[src/rtl/omarb_regs.vh]
// Constants for the operation mode arbiter: offsets, fields, resets, codes
// Summary of operation
// - PU/External swap only when motor stopped, except at setting 6
// - PU/External input active at settings 0,6,7
// - Setting 0: switch on gives External, else PU
// - Setting 1 pins the mode to PU
// - Setting 2 ignores PU/External, allows NET
// - Settings 3,4 pin combined mode
// - Setting 7 interlock off forces External
// - Fixed priority order among settings and inputs
// - NET inputs act at settings 0,2,6,7 only
// - NET/PU switch on gives PU, off NET
// - NET/External on overrides to NET
// - NET/PU off still PU if PU/External off
// - NET becomes PU without option at source 0; at startup 10 with setting 2 NET is kept
// - Startup 10 with setting 2 pins NET
// - Startup 10: NET/PU never yields External
// - Startup 10, setting 7: External/PU swapping
// - NET/External on gives NET, off External at setting 2
// - NET/External off at settings 0,6,7: PU/External or NET/PU decides
// - Setting 2 with NET/External gives PU only when NET falls back at source 0
`ifndef OMARB_REGS_VH
`define OMARB_REGS_VH

// ****************************************************************
// Register offsets (byte addresses)
// ****************************************************************
`define OMARB_CTRL_OFS      4'h0
`define OMARB_ASSIGN_OFS    4'h4
`define OMARB_STATUS_OFS    4'h8

// ****************************************************************
// Control register fields and reset values
// ****************************************************************
`define OMARB_MSEL_LSB      0
`define OMARB_SMODE_LSB     8
`define OMARB_NCS_BIT       16
`define OMARB_MSEL_RST      4'h0
`define OMARB_SMODE_RST     4'h0
`define OMARB_NCS_RST       1'b0

// Assignment register: which terminal functions are present
`define OMARB_ASG_PUEXT_BIT  0
`define OMARB_ASG_NETPU_BIT  1
`define OMARB_ASG_NETEXT_BIT 2
`define OMARB_ASG_RST        3'h0

// ****************************************************************
// Setting codes
// ****************************************************************
`define OMARB_MS_0          4'h0
`define OMARB_MS_1          4'h1
`define OMARB_MS_2          4'h2
`define OMARB_MS_3          4'h3
`define OMARB_MS_4          4'h4
`define OMARB_MS_6          4'h6
`define OMARB_MS_7          4'h7
`define OMARB_SM_0          4'h0
`define OMARB_SM_1          4'h1
`define OMARB_SM_10         4'ha

// ****************************************************************
// Operation mode codes and bus answers
// ****************************************************************
`define OMARB_MODE_EXT      2'h0
`define OMARB_MODE_PU       2'h1
`define OMARB_MODE_NET      2'h2
`define OMARB_MODE_COMB     2'h3
`define OMARB_RESP_OKAY     2'h0
`define OMARB_RESP_DECERR   2'h3

`endif

[src/rtl/omarb_top.v]
// Operation mode arbiter with AXI4-Lite register access
//
// The AXI4-Lite interface to the registers and the placing of the registers are this design's own decisions.
`timescale 1ns/100ps
`include "omarb_regs.vh"

module omarb_top (
  input  wire        clk,
  input  wire        rst_b,
  input  wire [3:0]  s_axi_awaddr,
  input  wire        s_axi_awvalid,
  output reg         s_axi_awready,
  input  wire [31:0] s_axi_wdata,
  input  wire [3:0]  s_axi_wstrb,
  input  wire        s_axi_wvalid,
  output reg         s_axi_wready,
  output reg  [1:0]  s_axi_bresp,
  output reg         s_axi_bvalid,
  input  wire        s_axi_bready,
  input  wire [3:0]  s_axi_araddr,
  input  wire        s_axi_arvalid,
  output reg         s_axi_arready,
  output reg  [31:0] s_axi_rdata,
  output reg  [1:0]  s_axi_rresp,
  output reg         s_axi_rvalid,
  input  wire        s_axi_rready,
  input  wire        pu_ext_switch,
  input  wire        net_pu_switch,
  input  wire        net_ext_switch,
  input  wire        pu_interlock,
  input  wire        motor_running,
  input  wire        start_cmd,
  input  wire        comm_option_fitted,
  output reg  [1:0]  op_mode_q,
  output reg         output_stop_q,
  output reg         mode_pending_q
);

  // ****************************************************************
  // Pin synchronisers
  // ****************************************************************
  reg  [6:0]  pin_meta_q;
  reg  [6:0]  pin_sync_q;
  wire [6:0]  pin_raw;

  // Pins may change at any moment; two stages keep metastability out
  assign pin_raw = {comm_option_fitted,
                    start_cmd,
                    motor_running,
                    pu_interlock,
                    net_ext_switch,
                    net_pu_switch,
                    pu_ext_switch};

  always @(posedge clk) begin
    if (!rst_b) begin
      pin_meta_q <= 7'h00;
      pin_sync_q <= 7'h00;
    end else begin
      pin_meta_q <= pin_raw;
      pin_sync_q <= pin_meta_q;
    end
  end

  // Only the second stage is read; the first may still be settling
  wire        s_pu_ext;
  wire        s_net_pu;
  wire        s_net_ext;
  wire        s_ilock;
  wire        s_running;
  wire        s_start;
  wire        s_option;

  assign s_pu_ext  = pin_sync_q[0];
  assign s_net_pu  = pin_sync_q[1];
  assign s_net_ext = pin_sync_q[2];
  assign s_ilock   = pin_sync_q[3];
  assign s_running = pin_sync_q[4];
  assign s_start   = pin_sync_q[5];
  assign s_option  = pin_sync_q[6];

  // ****************************************************************
  // Register bus slave
  // ****************************************************************
  reg  [3:0]  mode_select_q;
  reg  [3:0]  startup_mode_q;
  reg         net_command_source_q;
  reg  [2:0]  assign_q;
  reg         aw_full_q;
  reg         w_full_q;
  reg  [3:0]  awaddr_q;
  reg  [31:0] wdata_q;
  reg  [3:0]  wstrb_q;

  wire        aw_take;
  wire        w_take;
  wire        wr_fire;
  wire        aw_d;
  wire        w_d;
  wire        bvalid_d;
  wire        wr_ctrl;
  wire        wr_asg;
  wire        wr_hit;

  wire        ar_take;
  wire        rvalid_d;

  wire [31:0] ctrl_word;
  wire [31:0] asg_word;
  wire [31:0] status_word;

  assign aw_take  = s_axi_awvalid & s_axi_awready;
  assign w_take   = s_axi_wvalid & s_axi_wready;
  assign wr_fire  = aw_full_q & w_full_q & ~s_axi_bvalid;
  assign aw_d     = (aw_full_q & ~wr_fire) | aw_take;
  assign w_d      = (w_full_q & ~wr_fire) | w_take;
  // Answer stands until the master takes it; no new write meanwhile
  assign bvalid_d = wr_fire | (s_axi_bvalid & ~s_axi_bready);
  assign wr_ctrl  = wr_fire & (awaddr_q == `OMARB_CTRL_OFS);
  assign wr_asg   = wr_fire & (awaddr_q == `OMARB_ASSIGN_OFS);
  assign wr_hit   = wr_ctrl | wr_asg | (awaddr_q == `OMARB_STATUS_OFS);
  assign ar_take  = s_axi_arvalid & s_axi_arready;
  assign rvalid_d = ar_take | (s_axi_rvalid & ~s_axi_rready);

  // Read words are assembled field by field; unused bits read as zero
  assign ctrl_word   = {15'h0000,
                        net_command_source_q,
                        4'h0,
                        startup_mode_q,
                        4'h0,
                        mode_select_q};
  assign asg_word    = {29'h00000000,
                        assign_q};
  assign status_word = {16'h0000,
                        1'b0,
                        pin_sync_q,
                        4'h0,
                        mode_pending_q,
                        output_stop_q,
                        op_mode_q};

  // ****************************************************************
  // Register bus write channel
  // ****************************************************************
  // Address and data may arrive in either order; each waits in its holder
  always @(posedge clk) begin
    if (!rst_b) begin
      s_axi_awready        <= 1'b0;
      s_axi_wready         <= 1'b0;
      s_axi_bvalid         <= 1'b0;
      s_axi_bresp          <= `OMARB_RESP_OKAY;
      aw_full_q            <= 1'b0;
      w_full_q             <= 1'b0;
      awaddr_q             <= 4'h0;
      wdata_q              <= 32'h00000000;
      wstrb_q              <= 4'h0;
    end else begin
      aw_full_q     <= aw_d;
      w_full_q      <= w_d;
      s_axi_awready <= ~aw_d & ~bvalid_d;
      s_axi_wready  <= ~w_d & ~bvalid_d;
      if (aw_take) begin
        awaddr_q <= s_axi_awaddr;
      end
      if (w_take) begin
        wdata_q <= s_axi_wdata;
        wstrb_q <= s_axi_wstrb;
      end
      if (wr_fire) begin
        s_axi_bvalid <= 1'b1;
        s_axi_bresp  <= wr_hit ? `OMARB_RESP_OKAY : `OMARB_RESP_DECERR;
      end else if (s_axi_bready) begin
        s_axi_bvalid <= 1'b0;
      end
    end
  end

  // ****************************************************************
  // Setting registers
  // ****************************************************************
  // Status is read-only; writes there are accepted and dropped
  always @(posedge clk) begin
    if (!rst_b) begin
      mode_select_q        <= `OMARB_MSEL_RST;
      startup_mode_q       <= `OMARB_SMODE_RST;
      net_command_source_q <= `OMARB_NCS_RST;
      assign_q             <= `OMARB_ASG_RST;
    end else begin
      // Byte lanes let software change one setting without a read first
      if (wr_ctrl && wstrb_q[0]) begin
        mode_select_q <= wdata_q[`OMARB_MSEL_LSB +: 4];
      end
      if (wr_ctrl && wstrb_q[1]) begin
        startup_mode_q <= wdata_q[`OMARB_SMODE_LSB +: 4];
      end
      if (wr_ctrl && wstrb_q[2]) begin
        net_command_source_q <= wdata_q[`OMARB_NCS_BIT];
      end
      if (wr_asg && wstrb_q[0]) begin
        assign_q <= wdata_q[2:0];
      end
    end
  end

  // ****************************************************************
  // Register bus read channel
  // ****************************************************************
  // Read data is captured when the address is taken, held until rready
  always @(posedge clk) begin
    if (!rst_b) begin
      s_axi_arready <= 1'b0;
      s_axi_rvalid  <= 1'b0;
      s_axi_rdata   <= 32'h00000000;
      s_axi_rresp   <= `OMARB_RESP_OKAY;
    end else begin
      s_axi_rvalid  <= rvalid_d;
      s_axi_arready <= ~rvalid_d;
      if (ar_take) begin
        s_axi_rresp <= `OMARB_RESP_OKAY;
        if (s_axi_araddr == `OMARB_CTRL_OFS) begin
          s_axi_rdata <= ctrl_word;
        end else if (s_axi_araddr == `OMARB_ASSIGN_OFS) begin
          s_axi_rdata <= asg_word;
        end else if (s_axi_araddr == `OMARB_STATUS_OFS) begin
          s_axi_rdata <= status_word;
        end else begin
          s_axi_rdata <= 32'h00000000;
          s_axi_rresp <= `OMARB_RESP_DECERR;
        end
      end
    end
  end

  // ****************************************************************
  // Mode target decision
  // ****************************************************************
  wire        asg_pu_ext;
  wire        asg_net_pu;
  wire        asg_net_ext;

  wire        ms_is_0;
  wire        ms_is_2;
  wire        ms_is_6;
  wire        ms_is_7;
  wire        sm_is_10;
  wire        sm_is_0_1;
  wire [1:0]  net_mode;
  wire        pu_ext_on;
  wire        pu_ext_off;

  // ****************************************************************
  // Setting decode
  // ****************************************************************
  assign asg_pu_ext  = assign_q[`OMARB_ASG_PUEXT_BIT];
  assign asg_net_pu  = assign_q[`OMARB_ASG_NETPU_BIT];
  assign asg_net_ext = assign_q[`OMARB_ASG_NETEXT_BIT];
  assign ms_is_0     = (mode_select_q == `OMARB_MS_0);
  assign ms_is_2     = (mode_select_q == `OMARB_MS_2);
  assign ms_is_6     = (mode_select_q == `OMARB_MS_6);
  assign ms_is_7     = (mode_select_q == `OMARB_MS_7);
  assign sm_is_10    = (startup_mode_q == `OMARB_SM_10);
  assign sm_is_0_1   = (startup_mode_q == `OMARB_SM_0) |
                       (startup_mode_q == `OMARB_SM_1);
  // Option named as command source but not fitted: NET falls back to PU
  assign net_mode    = (net_command_source_q | s_option) ?
                       `OMARB_MODE_NET : `OMARB_MODE_PU;
  // An unassigned switch counts as neither on nor off
  assign pu_ext_on   = asg_pu_ext & s_pu_ext;
  assign pu_ext_off  = asg_pu_ext & ~s_pu_ext;

  // ****************************************************************
  // Priority chain
  // ****************************************************************
  // Forced marks settings that override the run state of the motor
  reg  [1:0]  target;
  reg         forced;
  reg         change_req;

  // Priority: setting, interlock, startup, NET/External, NET/PU, PU/External
  always @* begin
    target     = op_mode_q;
    forced     = 1'b0;
    change_req = 1'b0;
    if (mode_select_q == `OMARB_MS_1) begin
      target = `OMARB_MODE_PU;
      forced = 1'b1;
    end else if ((mode_select_q == `OMARB_MS_3) || (mode_select_q == `OMARB_MS_4)) begin
      target = `OMARB_MODE_COMB;
      forced = 1'b1;
    end else if (ms_is_7 && !s_ilock) begin
      // Forced even with a start command present
      target = `OMARB_MODE_EXT;
      forced = 1'b1;
    end else if (sm_is_10 && ms_is_2) begin
      target = `OMARB_MODE_NET;
      forced = 1'b1;
    end else if (sm_is_10 && (ms_is_0 || ms_is_6) && asg_net_pu) begin
      change_req = 1'b1;
      if (s_net_pu) begin
        target = (asg_net_ext && s_net_ext) ? net_mode : `OMARB_MODE_PU;
      end else begin
        target = pu_ext_off ? `OMARB_MODE_PU : net_mode;
      end
    end else if (sm_is_10 && ms_is_7) begin
      if (asg_pu_ext) begin
        change_req = 1'b1;
        target = s_pu_ext ? `OMARB_MODE_EXT : `OMARB_MODE_PU;
      end
    end else if (sm_is_0_1 && asg_net_ext &&
                 (ms_is_0 || ms_is_2 || ms_is_6 || ms_is_7)) begin
      change_req = 1'b1;
      if (s_net_ext) begin
        target = net_mode;
      end else if (ms_is_2) begin
        target = `OMARB_MODE_EXT;
      end else if (asg_net_pu) begin
        target = s_net_pu ? `OMARB_MODE_PU : net_mode;
      end else begin
        target = pu_ext_off ? `OMARB_MODE_PU : `OMARB_MODE_EXT;
      end
    end else if (ms_is_2) begin
      target = `OMARB_MODE_EXT;
      forced = 1'b1;
    end else if ((ms_is_0 || ms_is_6 || ms_is_7) && asg_pu_ext) begin
      change_req = 1'b1;
      target = pu_ext_on ? `OMARB_MODE_EXT : `OMARB_MODE_PU;
    end
  end

  // ****************************************************************
  // Mode register
  // ****************************************************************
  wire        stopped;
  wire        may_change;
  wire        differs;
  wire        apply;
  reg  [1:0]  op_mode_d;

  // Stop means motor at rest and start off; setting 6 swaps while running
  assign stopped    = ~s_running & ~s_start;
  assign may_change = forced | stopped | ms_is_6;
  assign differs    = (target != op_mode_q);
  assign apply      = (forced | change_req) & differs & may_change;

  always @* begin
    op_mode_d = op_mode_q;
    if (apply) begin
      op_mode_d = target;
    end
  end

  always @(posedge clk) begin
    if (!rst_b) begin
      op_mode_q <= `OMARB_MODE_EXT;
    end else begin
      op_mode_q <= op_mode_d;
    end
  end

  // ****************************************************************
  // Status flags
  // ****************************************************************
  // Output stop uses the mode being entered, so it never lags the mode
  always @(posedge clk) begin
    if (!rst_b) begin
      output_stop_q  <= 1'b0;
      mode_pending_q <= 1'b0;
    end else begin
      // A blocked request stays visible and is applied at the next stop
      mode_pending_q <= change_req & differs & ~may_change;
      // Setting 7 with the interlock input on stops output while External is active
      output_stop_q  <= ms_is_7 & s_ilock & (op_mode_d == `OMARB_MODE_EXT);
    end
  end

endmodule // omarb_top

[config.mk]
export PLATFORM = sky130hd
export DESIGN_NAME = omarb_top
export DESIGN_NICKNAME = d
export VERILOG_FILES = /design/src/rtl/omarb_top.v
export VERILOG_INCLUDE_DIRS = /design/src /design/src/rtl
export SDC_FILE = /design/constraint.sdc
export NUM_CORES = 1
export LEC_CHECK = 0
export CAP_MARGIN = 20
export CORE_MARGIN = 10
export CORE_UTILIZATION = 35
export CTS_CLUSTER_SIZE = 16
export DETAILED_ROUTE_END_ITERATION = 10
export DONT_BUFFER_PORTS = 1
export PLACE_DENSITY = 0.55
export REMOVE_ABC_BUFFERS = 1
export SLEW_MARGIN = 20
export SYNTH_ARGS = -nofsm -noshare
export SYNTH_HDL_FRONTEND = slang
export SYNTH_SLANG_ARGS = --single-unit
export TNS_END_PERCENT = 5
[constraint.sdc]
create_clock -name clk -period 2 [get_ports clk]
set_input_delay 0.4 -clock clk [delete_from_list [all_inputs] [get_ports clk]]
set_output_delay 0.4 -clock clk [all_outputs]
set_load 0.03 [all_outputs]
# After elaboration in Yosys (flattened, before gate mapping)

Cells that the tools add are included.
Widths: inputs -> output; s select.

Eq/ne operators: 13
Multiplexer cells: 49
Bitwise gates (word level): 45
Reduce and logical (&&, ||, !) cells: 26

Operators with widths:

| operator           | count |
|---|---|
| $mux 2             | 23 |
| $mux 15            | 2 |
| $mux 1             | 23 |
| $and 1x1->1        | 22 |
| $eq 4x3->1 const B | 5 |
| $mux 17            | 1 |
| $logic_not 4->1    | 4 |
| $logic_and 1x1->1  | 13 |
| $eq 4x4->1 const B | 3 |
| $not 1->1          | 12 |
| $or 1x1->1         | 11 |
| $eq 4x1->1 const B | 2 |
| $eq 4x2->1 const B | 2 |
| $logic_or 1x1->1   | 6 |
| $logic_not 2->1    | 1 |
| $ne 2x2->1         | 1 |
| $reduce_bool 2->1  | 1 |
| $logic_not 1->1    | 1 |

Register bits after elaboration: 97
Input port bits: 58
Output and inout bits: 45
Word-level logic and storage cells: 155

# Longest topological paths before layout

Gate-level depths: netlist (run 1).

Depth after elaboration: 19
Mapped depth: 8
Mapped depth without buffers: 7

# Worst setup path after synthesis (run 1)

OpenSTA, ideal clock, no wires.

Path kind: reg-to-reg
Start point: register mode_select_q[0]
End point: register mode_pending_q
Library setup time: 0.103 ns
Arrival time: 1.920 ns
Data required time: 1.897 ns
Setup slack: -0.024 ns
Stages on the path, launching flop included: 8
Buffers on the path: 0
Period minus slack after synthesis: 2.024 ns
Cell sequence: dfxtp_1 > or2_4 > a2111oi_4 > o221ai_1 > a21boi_1 > a311oi_2 > xnor2_1 > a2111oi_2

Word-level cells in the longest chain between the ends: 16
Elaborated cells on any way between the ends: 54
Those cells by class: eq/ne (7); mux (28); bitwise (5); reduce/logical (14)

Ends and longest elaborated chain:

| what                                                         | line                                              | RTL |
|---|---|---|
| start: declaration                                           | omarb_top.v:85                                    | `reg [3:0] mode_select_q;` |
| start signal: assignment                                     | omarb_top.v:184                                   | `` mode_select_q <= `OMARB_MSEL_RST; `` |
| start signal: assignment                                     | omarb_top.v:191                                   | `` mode_select_q <= wdata_q[`OMARB_MSEL_LSB +: 4]; `` |
| $eq 4x3->1 (no source line) (tied with other cells)          | -                                                 |  |
| $logic_or 1x1->1, on equally long branches                   | omarb_top.v:297, omarb_top.v:324, omarb_top.v:310 |  |
| $logic_or 1x1->1, on equally long branches                   | omarb_top.v:324, omarb_top.v:310                  |  |
| $logic_and 1x1->1 / $logic_or 1x1->1 (equally long branches) | omarb_top.v:324, omarb_top.v:310                  |  |
| $mux 2 / $logic_and 1x1->1 (equally long branches)           | omarb_top.v:324, omarb_top.v:309                  |  |
| $mux 2 / $mux 1 (equally long branches)                      | omarb_top.v:321, omarb_top.v:309                  |  |
| $mux 2 / $mux 1 (equally long branches)                      | omarb_top.v:309, omarb_top.v:304                  |  |
| $mux 2 / $mux 1 (equally long branches)                      | omarb_top.v:304, omarb_top.v:297                  |  |
| $mux 2 / $mux 1 (equally long branches)                      | omarb_top.v:297, omarb_top.v:294                  |  |
| $mux 2 / $mux 1 (equally long branches)                      | omarb_top.v:294, omarb_top.v:290                  |  |
| $mux 2 / $mux 1 (equally long branches)                      | omarb_top.v:290, omarb_top.v:287                  |  |
| $mux 2 / $mux 1 (equally long branches)                      | omarb_top.v:287, omarb_top.v:284                  |  |
| $mux 2 / $or 1x1->1 (equally long branches)                  | omarb_top.v:284, omarb_top.v:341                  |  |
| $ne 2x2->1 / $or 1x1->1 (equally long branches)              | omarb_top.v:342, omarb_top.v:341                  |  |
| $and 1x1->1 / $not 1->1 (equally long branches)              | omarb_top.v:370                                   | `mode_pending_q <= change_req & differs & ~may_change;` |
| $and 1x1->1 *                                                | omarb_top.v:370                                   |  |
| end signal: assignment                                       | omarb_top.v:370                                   |  |
| end: declaration                                             | omarb_top.v:36                                    | `output reg mode_pending_q` |

Every way passes the cells marked *; elsewhere a longest branch is shown, timed or not.
A chain may end at the register's enable or synchronous reset.

# Final worst setup path (run 1)

Start point: register startup_mode_q[2]
End point: register mode_pending_q

Word-level cells in the longest chain between the ends: 15
Elaborated cells on any way between the ends: 37
Those cells by class: eq/ne (3); mux (21); bitwise (6); reduce/logical (7)

Ends and longest elaborated chain:

| what                                                                  | line            | RTL |
|---|---|---|
| start: declaration                                                    | omarb_top.v:86  | `reg [3:0] startup_mode_q;` |
| start signal: assignment                                              | omarb_top.v:185 | `` startup_mode_q <= `OMARB_SMODE_RST; `` |
| start signal: assignment                                              | omarb_top.v:194 | `` startup_mode_q <= wdata_q[`OMARB_SMODE_LSB +: 4]; `` |
| $eq 4x1->1 (no source line) / $logic_not 4->1 (equally long branches) | -               |  |
| $or 1x1->1                                                            | omarb_top.v:262 | `` assign sm_is_0_1 = (startup_mode_q == `OMARB_SM_0) \| `` |
| $logic_and 1x1->1 (2 in series)                                       | omarb_top.v:309 | `end else if (sm_is_0_1 && asg_net_ext &&` |
| $mux 1                                                                | omarb_top.v:309 |  |
| $mux 1                                                                | omarb_top.v:304 | `end else if (sm_is_10 && ms_is_7) begin` |
| $mux 1                                                                | omarb_top.v:297 | `end else if (sm_is_10 && (ms_is_0 \|\| ms_is_6) && asg_net_pu) begin` |
| $mux 1                                                                | omarb_top.v:294 | `end else if (sm_is_10 && ms_is_2) begin` |
| $mux 1                                                                | omarb_top.v:290 | `end else if (ms_is_7 && !s_ilock) begin` |
| $mux 1                                                                | omarb_top.v:287 | `` end else if ((mode_select_q == `OMARB_MS_3) \|\| (mode_select_q == `OMARB_MS_4)) begin `` |
| $mux 1                                                                | omarb_top.v:284 | `` if (mode_select_q == `OMARB_MS_1) begin `` |
| $or 1x1->1 (2 in series)                                              | omarb_top.v:341 | `assign may_change = forced \| stopped \| ms_is_6;` |
| $not 1->1                                                             | omarb_top.v:370 |  |
| $and 1x1->1 *                                                         | omarb_top.v:370 |  |

Marks and branches as above.

==> run metrics, run 1 <==
Post-Route Skew 0.0109 ns; Final Cell Area approximately 0.0037 sq mm; initial drt markers roughly 110; Max-Cap Viols 0; final setup violation count 2; Worst Hold Class in -> reg; Cell Area, Synth 0.00317 sq mm; Tightest Pin Transition approximately 0.62 ns; H-tree depth 3; Clock Root Buffer clkbuf_8; Fmax achieved approximately 0.49 GHz; top post-synthesis cells by area dfxtp_1, nand2_1, buf_4; cells along the critical path and4bb_4 -> o2bb2ai_2 -> nand3b_1 -> a21boi_2 -> a311oi_2 -> xnor2_1 -> a2111oi_2; Global Route Usage Sum between 10 and 15%; CTS Buf Count 9; final std cells w/o fill slightly above 500; run status complete, but fails checks; register area share after synthesis 42.4%; I/O pins 103; EDFF count, synth 0; final hold violations 0; Post-CTS Hold Buffers 0; routed wire length 7.54 mm; ys flop type dfxtp_1; P&R area growth vs syn 16.6%; DR vias 2447; Leak around 1.4 nW; endpoint class of the critical path flip-flop; fin crit share 102%; first drt pass iteration count 4; Port Buffers 0; Die Area around 0.013 sq mm; clk buf depth 2; Int Power about 1.9 mW; failing checks setup timing; DRC viols 0; CTS Sinks 67; Placeable Area around 0.009 sq mm; largest net degree at the start of global routing 67; Synth cell types 53; sequential power share 54.0%; Synth top cells by count dfxtp_1, nand2_1, buf_4; die height approximately 120 um; Synth area leader dfxtp_1; CP arrival about 2.3 ns; Routed Antenna Nets 0; Die X between 100 and 150 um; CP Class reg -> reg; startpoint types flip-flop; Avg Inst Size Synth ~8.7 sq um; # rows 34; Nets 450; n_diodes 0; DR WL/cell around 15 um; Synth Instances 363; vias in the first global route roughly 2.4k; Comb power frac approximately 6.0%; gp weighted congestion 0.822; Initial Util about 36%; setup_tns -0.0462 ns; total congestion overflow 0; global-route wire length before repair 12.1 mm; count leader, synth dfxtp_1; TritonCTS clock tree done; Period minus WS final just over 2 ns; Clock power frac between 40% and 50%; asr flop ratio synth 0%; CP peak stage delay between 0.3 and 0.4 ns; hpwl dp ~5.5 mm; Psw approximately 700 uW; share of the synthesized area in the top cell type 42.4%; Clk Latency, worst-skew pair 0.35 ns; switch share approximately a quarter; PwrDens 712 mW/mm^2; CP Data Required Time between 2 and 2.5 ns; DP Area between 0.003 and 0.004 sq mm; Pins Over Slew Limit 0; Worst Path Max Fanout 4; Via density between 4 and 5; Peak VDD IR between 0.3 and 0.4 mV; CTS clk-pin slew, worst paths around 0.080 ns; unrepaired setup endpoints after global routing true; Final WS setup -0.0372 ns; initial antenna violation count 0; Overall Power ~2.6 mW; DP Cell Count between 400 and 500; max-slew headroom at the worst pin between 50 and 60%; CP max stage cell and4bb_4; yosys warns 0; fraction of layout cells with a size suffix above 1 between 20% and 30%; Yosys reg bits 67
-- layout by cell type, fill, tap and decap left out, types with 3 or more instances in the layout --
cell        synthesis  layout
dfxtp_1            67      62
nand2_1            57      56
buf_4              24      38
a21boi_0           23      23
conb_1              1      20
nor2b_1            17      17
and2_1             17      17
nand3_1            17      17
mux2i_1            14      14
nor2_1             12      12
a21oi_1            11      11
clkbuf_8            0      11
o21ai_0            11      10
a21boi_1            9       8
inv_1               7       7
nor3_1              7       7
dfxtp_2             0       5
nand2b_1            4       4
or3_1               3       3
a22oi_1             3       3
clkinvlp_4          0       3
buf_6               1       3
-- per-layer routing --
metal  routed length (um)  track usage [%]  share of wire, %  vias up
li1                     -                -                 -     1262
met1                 3390             13.9                45     1115
met2                 3340             16.9                44       60
met3                  705             5.31               9.4       10
met4                  102             3.96               1.4        0
met5                    0                0                 0        -
-- final cells by class --
type / count / area [sq um]
multi-input cells: 266 / 1680
inverters: 7 / 26.3
fillers: 895 / 5070
repair buffers: 41 / 319
clock inverters: 5 / 36.3
clock buffers: 11 / 151
flip-flops and latches: 67 / 1350
well taps: 108 / 135
-- registers in the layout (all words and copies together) (netlist names), 2 cells and up --
| signal | cells |
|---|---|
| wstrb_q | 3 |
| wdata_q | 9 |
| assign_q | 3 |
| mode_select_q | 4 |
| pin_meta_q | 7 |
| awaddr_q | 4 |
| s_axi_rdata | 12 |
| pin_sync_q | 7 |
| op_mode_q | 2 |
| startup_mode_q | 4 |
-- kinds of logic (layout without fill, tap and decap cells) --
logic type / after synthesis / in the layout / share of synthesized area [%]
AND/OR/NAND/NOR: 153 / 153 / 25.4
other: 1 / 20 / 0.118
AO/OA/AOI/OAI: 76 / 76 / 18.0
flip-flops: 67 / 67 / 42.4
buffers and inverters: 49 / 64 / 8.93
multiplexers: 14 / 14 / 4.42
XOR/XNOR: 3 / 3 / 0.830
-- stage by stage --
step | setup slack (ns) | hold WS (ns) | util (%)
final | -0.0372 | 0.166 | 42.1
after global routing | -0.193 | 0.153 | 42.1
after global placement | -0.0857 | 0.422 | 38.2
after CTS | -0.103 | 0.158 | 40.8
after floorplan | -0.139 | 0.412 | -
after detailed placement | -0.101 | 0.421 | 38.2
-- worst max-delay path: cells and delay by family (launching register included) --
family	cells	cell delay, ns
xor+xnor	1	0.14
flops	1	0.34
compound gates	4	0.93
simple gates	2	0.53
-- final timing paths --
| kind | start | end | slack [ns] | depth (start not counted) |
|---|---|---|---|---|
| worst max-delay path | startup_mode_q[2] | mode_pending_q | -0.04 | 7 |
| worst min-delay path | rst_b | s_axi_bresp[0] | 0.17 | 1 |
| worst max register to register | startup_mode_q[2] | mode_pending_q | -0.04 | 7 |
| worst min register to register | pin_meta_q[6] | pin_sync_q[6] | 0.43 | 1 |
-- power by group through the flow --
stage          logic [mW]  registers [mW]  clock network (mW)
2_1_floorplan       0.126            1.45                   0
3_5_place_dp        0.157            1.45                   0
5_1_grt             0.175            1.43                1.16
6_report            0.158            1.42                1.05
3_3_place_gp        0.154            1.45                   0
4_1_cts             0.157            1.42                1.09
-- repair_timing --
item	in CTS	in global routing
endpoints found under the setup margin	3	4
setup buffers	2	8
pin swaps	9	9
resized for setup	6	15
No activity file was read; power rests on OpenSTA's default activity.
==> run 2, diff against run 1 <==
--- a/config.mk
+++ b/config.mk
@@ -6,13 +6,13 @@
 export SDC_FILE = /design/constraint.sdc
 export NUM_CORES = 1
 export LEC_CHECK = 0
+export BUFFER_PORTS_ARGS = -buffer_cell sky130_fd_sc_hd__buf_2
 export CAP_MARGIN = 20
 export CORE_MARGIN = 10
 export CORE_UTILIZATION = 35
 export CTS_CLUSTER_SIZE = 16
 export DETAILED_ROUTE_END_ITERATION = 10
-export DONT_BUFFER_PORTS = 1
-export PLACE_DENSITY = 0.55
+export PLACE_DENSITY = 0.65
 export REMOVE_ABC_BUFFERS = 1
 export SLEW_MARGIN = 20
 export SYNTH_ARGS = -nofsm -noshare
==> run metrics, run 2 (synthesis results as in run 1) <==
Die Area 0.0133 sq mm (unchanged); Peak VDD IR 0.361 mV (+0.34%); global-route wire length before repair 12.2 mm (+0.85%); CP arrival 2.29 ns (about the same); pre-CTS setup slack -0.0998 ns (+0.00112 ns); Nets 494 (+9.8%); n_diodes 0 (unchanged); CP Class reg -> reg; PwrDens 717 mW/mm^2 (+0.68%); unrepaired setup endpoints after global routing true; CTS Sinks 67 (unchanged); final hold violations 0 (unchanged); Routed Antenna Nets 0 (unchanged); Fmax achieved 0.487 GHz (-0.78%); Placeable Area 0.00876 sq mm (unchanged); DRC viols 0 (unchanged); worst hold slack 0.266 ns (+0.100 ns); hpwl dp 5.87 mm (+5.9%); most frequent cells in the layout dfxtp_1, buf_2, nand2_1; largest net degree at the start of global routing 31 (-54%); gp weighted congestion 0.816 (-0.72%); final setup violation count 2 (unchanged); DP Cell Count 532 (+11%); Global Route Usage Sum 11.2% (-0.12 points); initial drt markers 67 (-37%); Overall Power 2.74 mW (+4.2%); CTS Buf Count 9 (unchanged); biggest regs s_axi_rdata (12), wdata_q (9); first drt pass iteration count 6 (+2); CP max stage cell a2111oi_4; CP Data Required Time 2.24 ns (about the same); clk buf depth 2 (unchanged); Max-Cap Viols 0 (unchanged); Port Buffers 58 (+58); CTS clk-pin slew, worst paths 0.07 ns (about the same); Via density 4.78 (-1.4%); leading cell type in the layout, fill and taps excluded dfxtp_1; Die X 115 um (unchanged); Clk Latency, worst-skew pair 0.34 ns (about the same); Worst Hold Class in -> reg; Leak 1.55 nW (+14%); DR vias 2622 (+7.2%); total congestion overflow 0 (unchanged); die height 115 um (unchanged); Clock Root Buffer clkbuf_8; initial antenna violation count 0 (unchanged); final std cells w/o fill 549 (+8.7%); P&R area growth vs syn 20.7%; TritonCTS clock tree done; # rows 34 (unchanged); number of flip-flops in the largest register 12 (unchanged); run status complete, but fails checks; Final WS setup -0.0532 ns (-0.0160 ns); endpoint class of the critical path flip-flop; Initial Util 36.1% (unchanged); fill count 902 (+0.78%); Pins Over Slew Limit 0 (unchanged); fraction of layout cells with a size suffix above 1 26.5% (+5.1 points); Buf/Inv on CP 1 (+1); routed wire length 7.39 mm (-2.0%); Post-Route Skew 0.0105 ns (-0.000444 ns); fin crit share 103% (+0.80 points); startpoint types flip-flop; I/O pins 103 (unchanged); Biggest register s_axi_rdata; cell family with most CP delay compound AO/OA/AOI/OAI gates; vias in the first global route 2614 (+9.9%); H-tree depth 3 (unchanged); DR WL/cell 13.5 um (-9.8%); CP peak stage delay 0.35 ns (-0.04 ns); cells along the critical path or2_4 -> a2111oi_4 -> buf_4 -> mux2i_1 -> nand3_1 -> nand2_2 -> xnor2_1 -> a2111oi_2; setup_tns -0.0675 ns (-0.0213 ns); Worst Path Max Fanout 4 (unchanged); Post-CTS Hold Buffers 0 (unchanged); Period minus WS final 2.05 ns (+0.0160 ns); failing checks setup timing
run 2: cell types whose count changed in the layout (fill, tap and decap cells not counted), moves of 2 or more:
cell | previous run | this run
buf_2 | 0 | 58
buf_4 | 38 | 27
buf_6 | 3 | 0
clkbuf_1 | 0 | 2
dfxtp_1 | 62 | 65
dfxtp_2 | 5 | 2
xnor2_1 | 1 | 3
xnor2_2 | 2 | 0
run 2: worst paths after layout:
path / startpoint / to / slack [ns] / cells past startpoint
worst min register to register: pin_meta_q[6] / pin_sync_q[6] / 0.43 / 1
worst max register to register: mode_select_q[2] / mode_pending_q / -0.05 / 8
worst max-delay path: mode_select_q[2] / mode_pending_q / -0.05 / 8
worst min-delay path: net_pu_switch / pin_meta_q[1] / 0.27 / 2
run 2: routing by layer:
layer	share of wire, %	track usage [%]	vias to the layer above
met3	8.3	5.31	13
met4	1.4	3.38	0
met1	46	12.9	1188
li1	-	-	1348
met2	44	17.9	73
met5	0	0	-
run 2: final cells by class:
cell class / count / area, sq um / area share, %
multi-input combinational: 266 / 1630 / 42.6
sequential: 67 / 1340 / 35.2
timing repair buffer: 85 / 493 / 12.9
clock buffer: 12 / 145 / 3.80
tap: 108 / 135 / 3.54
clock inverter: 4 / 50.0 / 1.31
inverter: 7 / 26.3 / 0.688
run 2: where the power goes:
group	internal [mW]	leakage (nW)	total [mW]	switching [mW]
sequential	1.37	0.547	1.40	0.0292
combinational	0.0817	0.910	0.236	0.154
clock	0.608	0.0926	1.10	0.491
total	2.06	1.55	2.74	0.674
run 2: what timing repair did:
item | 4_1_cts | 5_1_grt
pin swaps | 2 | 0
setup buffers | 1 | 0
gates resized for setup | 6 | 1
setup endpoints to repair | 2 | 4
endpoints found under the hold margin | 0 | 0
run 2: metrics by stage:
stage / util, % / instance area, sq um
6_report: 43.6 / 3820
3_5_place_dp: 41.1 / 3600
4_1_cts: 43.6 / 3820
5_1_grt: 43.6 / 3820
3_3_place_gp: 41.1 / 3600
2_1_floorplan: - / 2980
==> run 3, diff against run 2 <==
--- a/config.mk
+++ b/config.mk
@@ -14,6 +14,7 @@
 export DETAILED_ROUTE_END_ITERATION = 10
 export PLACE_DENSITY = 0.65
 export REMOVE_ABC_BUFFERS = 1
+export SETUP_SLACK_MARGIN = 0.2
 export SLEW_MARGIN = 20
 export SYNTH_ARGS = -nofsm -noshare
 export SYNTH_HDL_FRONTEND = slang
==> constraint.sdc (replaced) <==
create_clock -name clk -period 2 [get_ports clk]
set_input_delay 0.2 -clock clk [delete_from_list [all_inputs] [get_ports clk]]
set_output_delay 0.2 -clock clk [all_outputs]
set_load 0.03 [all_outputs]
==> run metrics, run 3 (synthesis results as in run 1) <==
CP arrival 2.26 ns (-0.03 ns); # rows 34 (unchanged); most frequent cells in the layout dfxtp_1, buf_2, nand2_1; Fmax achieved 0.495 GHz (+1.7%); Clk Latency, worst-skew pair 0.34 ns (about the same); setup_tns -0.0187 ns (+0.0488 ns); Post-Route Utilization 44.4% (+0.81 points); final hold violations 0 (unchanged); final std cells w/o fill 547 (-0.36%); Period minus WS final 2.02 ns (-0.0345 ns); Worst R2R End mode_pending_q; clk buf depth 2 (unchanged); Pins Over Slew Limit 0 (unchanged); fill count 871 (-3.4%); Die Area 0.0133 sq mm (unchanged); initial antenna violation count 0 (unchanged); failing checks setup timing; routed wire length 7.37 mm (-0.30%); Storage cell area 0.00135 sq mm (+0.28%); r2r startpoint startup_mode_q[3]; hpwl dp 5.73 mm (-2.3%); largest net degree at the start of global routing 36 (+16%); CTS Sinks 67 (unchanged); DR WL/cell 13.5 um (about the same); vias in the first global route 2513 (-3.9%); Nets 492 (-0.40%); DR WL met3 628 um (+1.9%); die height 115 um (unchanged); TritonCTS clock tree done; global-route wire length before repair 12.3 mm (+0.74%); Port Buffers 58 (unchanged); Max-Cap Viols 0 (unchanged); unrepaired setup endpoints after global routing true; footprint of the multi-input gates 0.00168 sq mm (+3.4%); DP Cell Count 530 (-0.38%); CTS clk-pin slew, worst paths 0.07 ns (about the same); gp weighted congestion 0.804 (-1.5%); Peak VDD IR 0.346 mV (-4.2%); CTS Buf Count 9 (unchanged); Leak 1.58 nW (+2.0%); Initial Util 36.1% (unchanged); Worst Path Max Fanout 3 (-1); Via density 4.76 (-0.29%); CP Class reg -> reg; max-slew headroom at the worst pin about 56%; initial drt markers 78 (+16%); I/O pins 103 (unchanged); Biggest register s_axi_rdata; DR top layer met4; PwrDens 739 mW/mm^2 (+3.0%); Hold Path End pin_meta_q[4]; Clock Root Buffer clkbuf_8; number of flip-flops in the largest register 12 (unchanged); Hold Startpoint motor_running; Die X 115 um (unchanged); Routed Antenna Nets 0 (unchanged); met2 WL 3.33 mm (+1.4%); P&R area growth vs syn 22.9%; endpoint class of the critical path flip-flop; DRC viols 0 (unchanged); H-tree depth 3 (unchanged); fin crit share 101% (-1.7 points); worst hold slack 0.0627 ns (-0.203 ns); run status complete, but fails checks; Worst Hold Class in -> reg; n_diodes 0 (unchanged); CP Data Required Time 2.24 ns (about the same); fraction of layout cells with a size suffix above 1 29.4% (+2.9 points); R2R cell count 8 (unchanged); biggest regs s_axi_rdata (12), wdata_q (9); worst hold path stage count 2 (unchanged); final setup violation count 1 (-1); Placeable Area 0.00876 sq mm (unchanged); Post-Route Skew 0.00586 ns (-0.00465 ns); Global Route Usage Sum 11.3% (+0.12 points); total congestion overflow 0 (unchanged); M1 WL 3.33 mm (-1.7%); Tightest Pin Transition approximately 0.66 ns; Final WS setup -0.0187 ns (+0.0345 ns); DR vias 2605 (-0.65%); first drt pass iteration count 4 (-2); startpoint types flip-flop; reg2reg setup slack -0.02 ns (+0.03 ns); leading cell type in the layout, fill and taps excluded dfxtp_1
-- run 3: changes by cell type in the layout (fill, tap and decap cells not counted), sizes merged --
cell      previous run  this run
buf                 85        83
clkinvlp             2         0
clkinv               1         2
bufinv               1         2
-- run 3: timing repair --
item,in CTS,in global routing
endpoints found under the setup margin,4,16
hold buffers,0,0
pin swaps,3,4
resized for setup,9,16
buffers inserted,1,0
-- run 3: cell type report --
class                   count  share of cell area [%]
clock buffers              12                    3.73
clock inverters             4                    1.90
inverters                   7                   0.675
multi-input cells         266                    43.2
flip-flops and latches     67                    34.6
well taps                 108                    3.47
repair buffers             83                    12.4
-- run 3: stage by stage --
stage | worst slack, ns | instance area, sq um | total power, mW
floorplan | -0.139 | 2980 | 1.57
global placement | -0.0460 | 3590 | 1.66
detailed placement | -0.0698 | 3590 | 1.67
CTS | -0.0249 | 3840 | 2.91
global route | -0.167 | 3890 | 3.01
finish | -0.0187 | 3890 | 2.88
-- run 3: worst max-delay path, stage by stage (launching register included) --
cell and delay [ns]:
dfxtp_1 0.33, buf_4 0.12, and4bb_2 0.28, nand4_2 0.16, or2b_2 0.34, a21boi_2 0.13, a311oi_2 0.06, xnor2_1 0.16
a2111oi_2 0.35
-- run 3: worst max path at each step --
stage	start	to
after global placement	mode_select_q[2]	mode_pending_q
after detailed placement	startup_mode_q[3]	mode_pending_q
after global routing	startup_mode_q[3]	mode_pending_q
final	startup_mode_q[3]	mode_pending_q
after CTS	mode_select_q[0]	mode_pending_q
after floorplan	mode_select_q[2]	mode_pending_q
-- run 3: power breakdown --
part           switching, mW  internal, mW  leakage [nW]
combinational          0.155        0.0806         0.921
sequential            0.0313          1.38         0.548
clock                  0.496         0.737         0.111
total                  0.682          2.19          1.58
-- run 3: per-layer routing --
metal / vias to the layer above / GRT usage [%]
met4: 0 / 3.63
met5: - / 0
met3: 9 / 5.00
li1: 1351 / -
met2: 70 / 17.5
met1: 1175 / 13.8
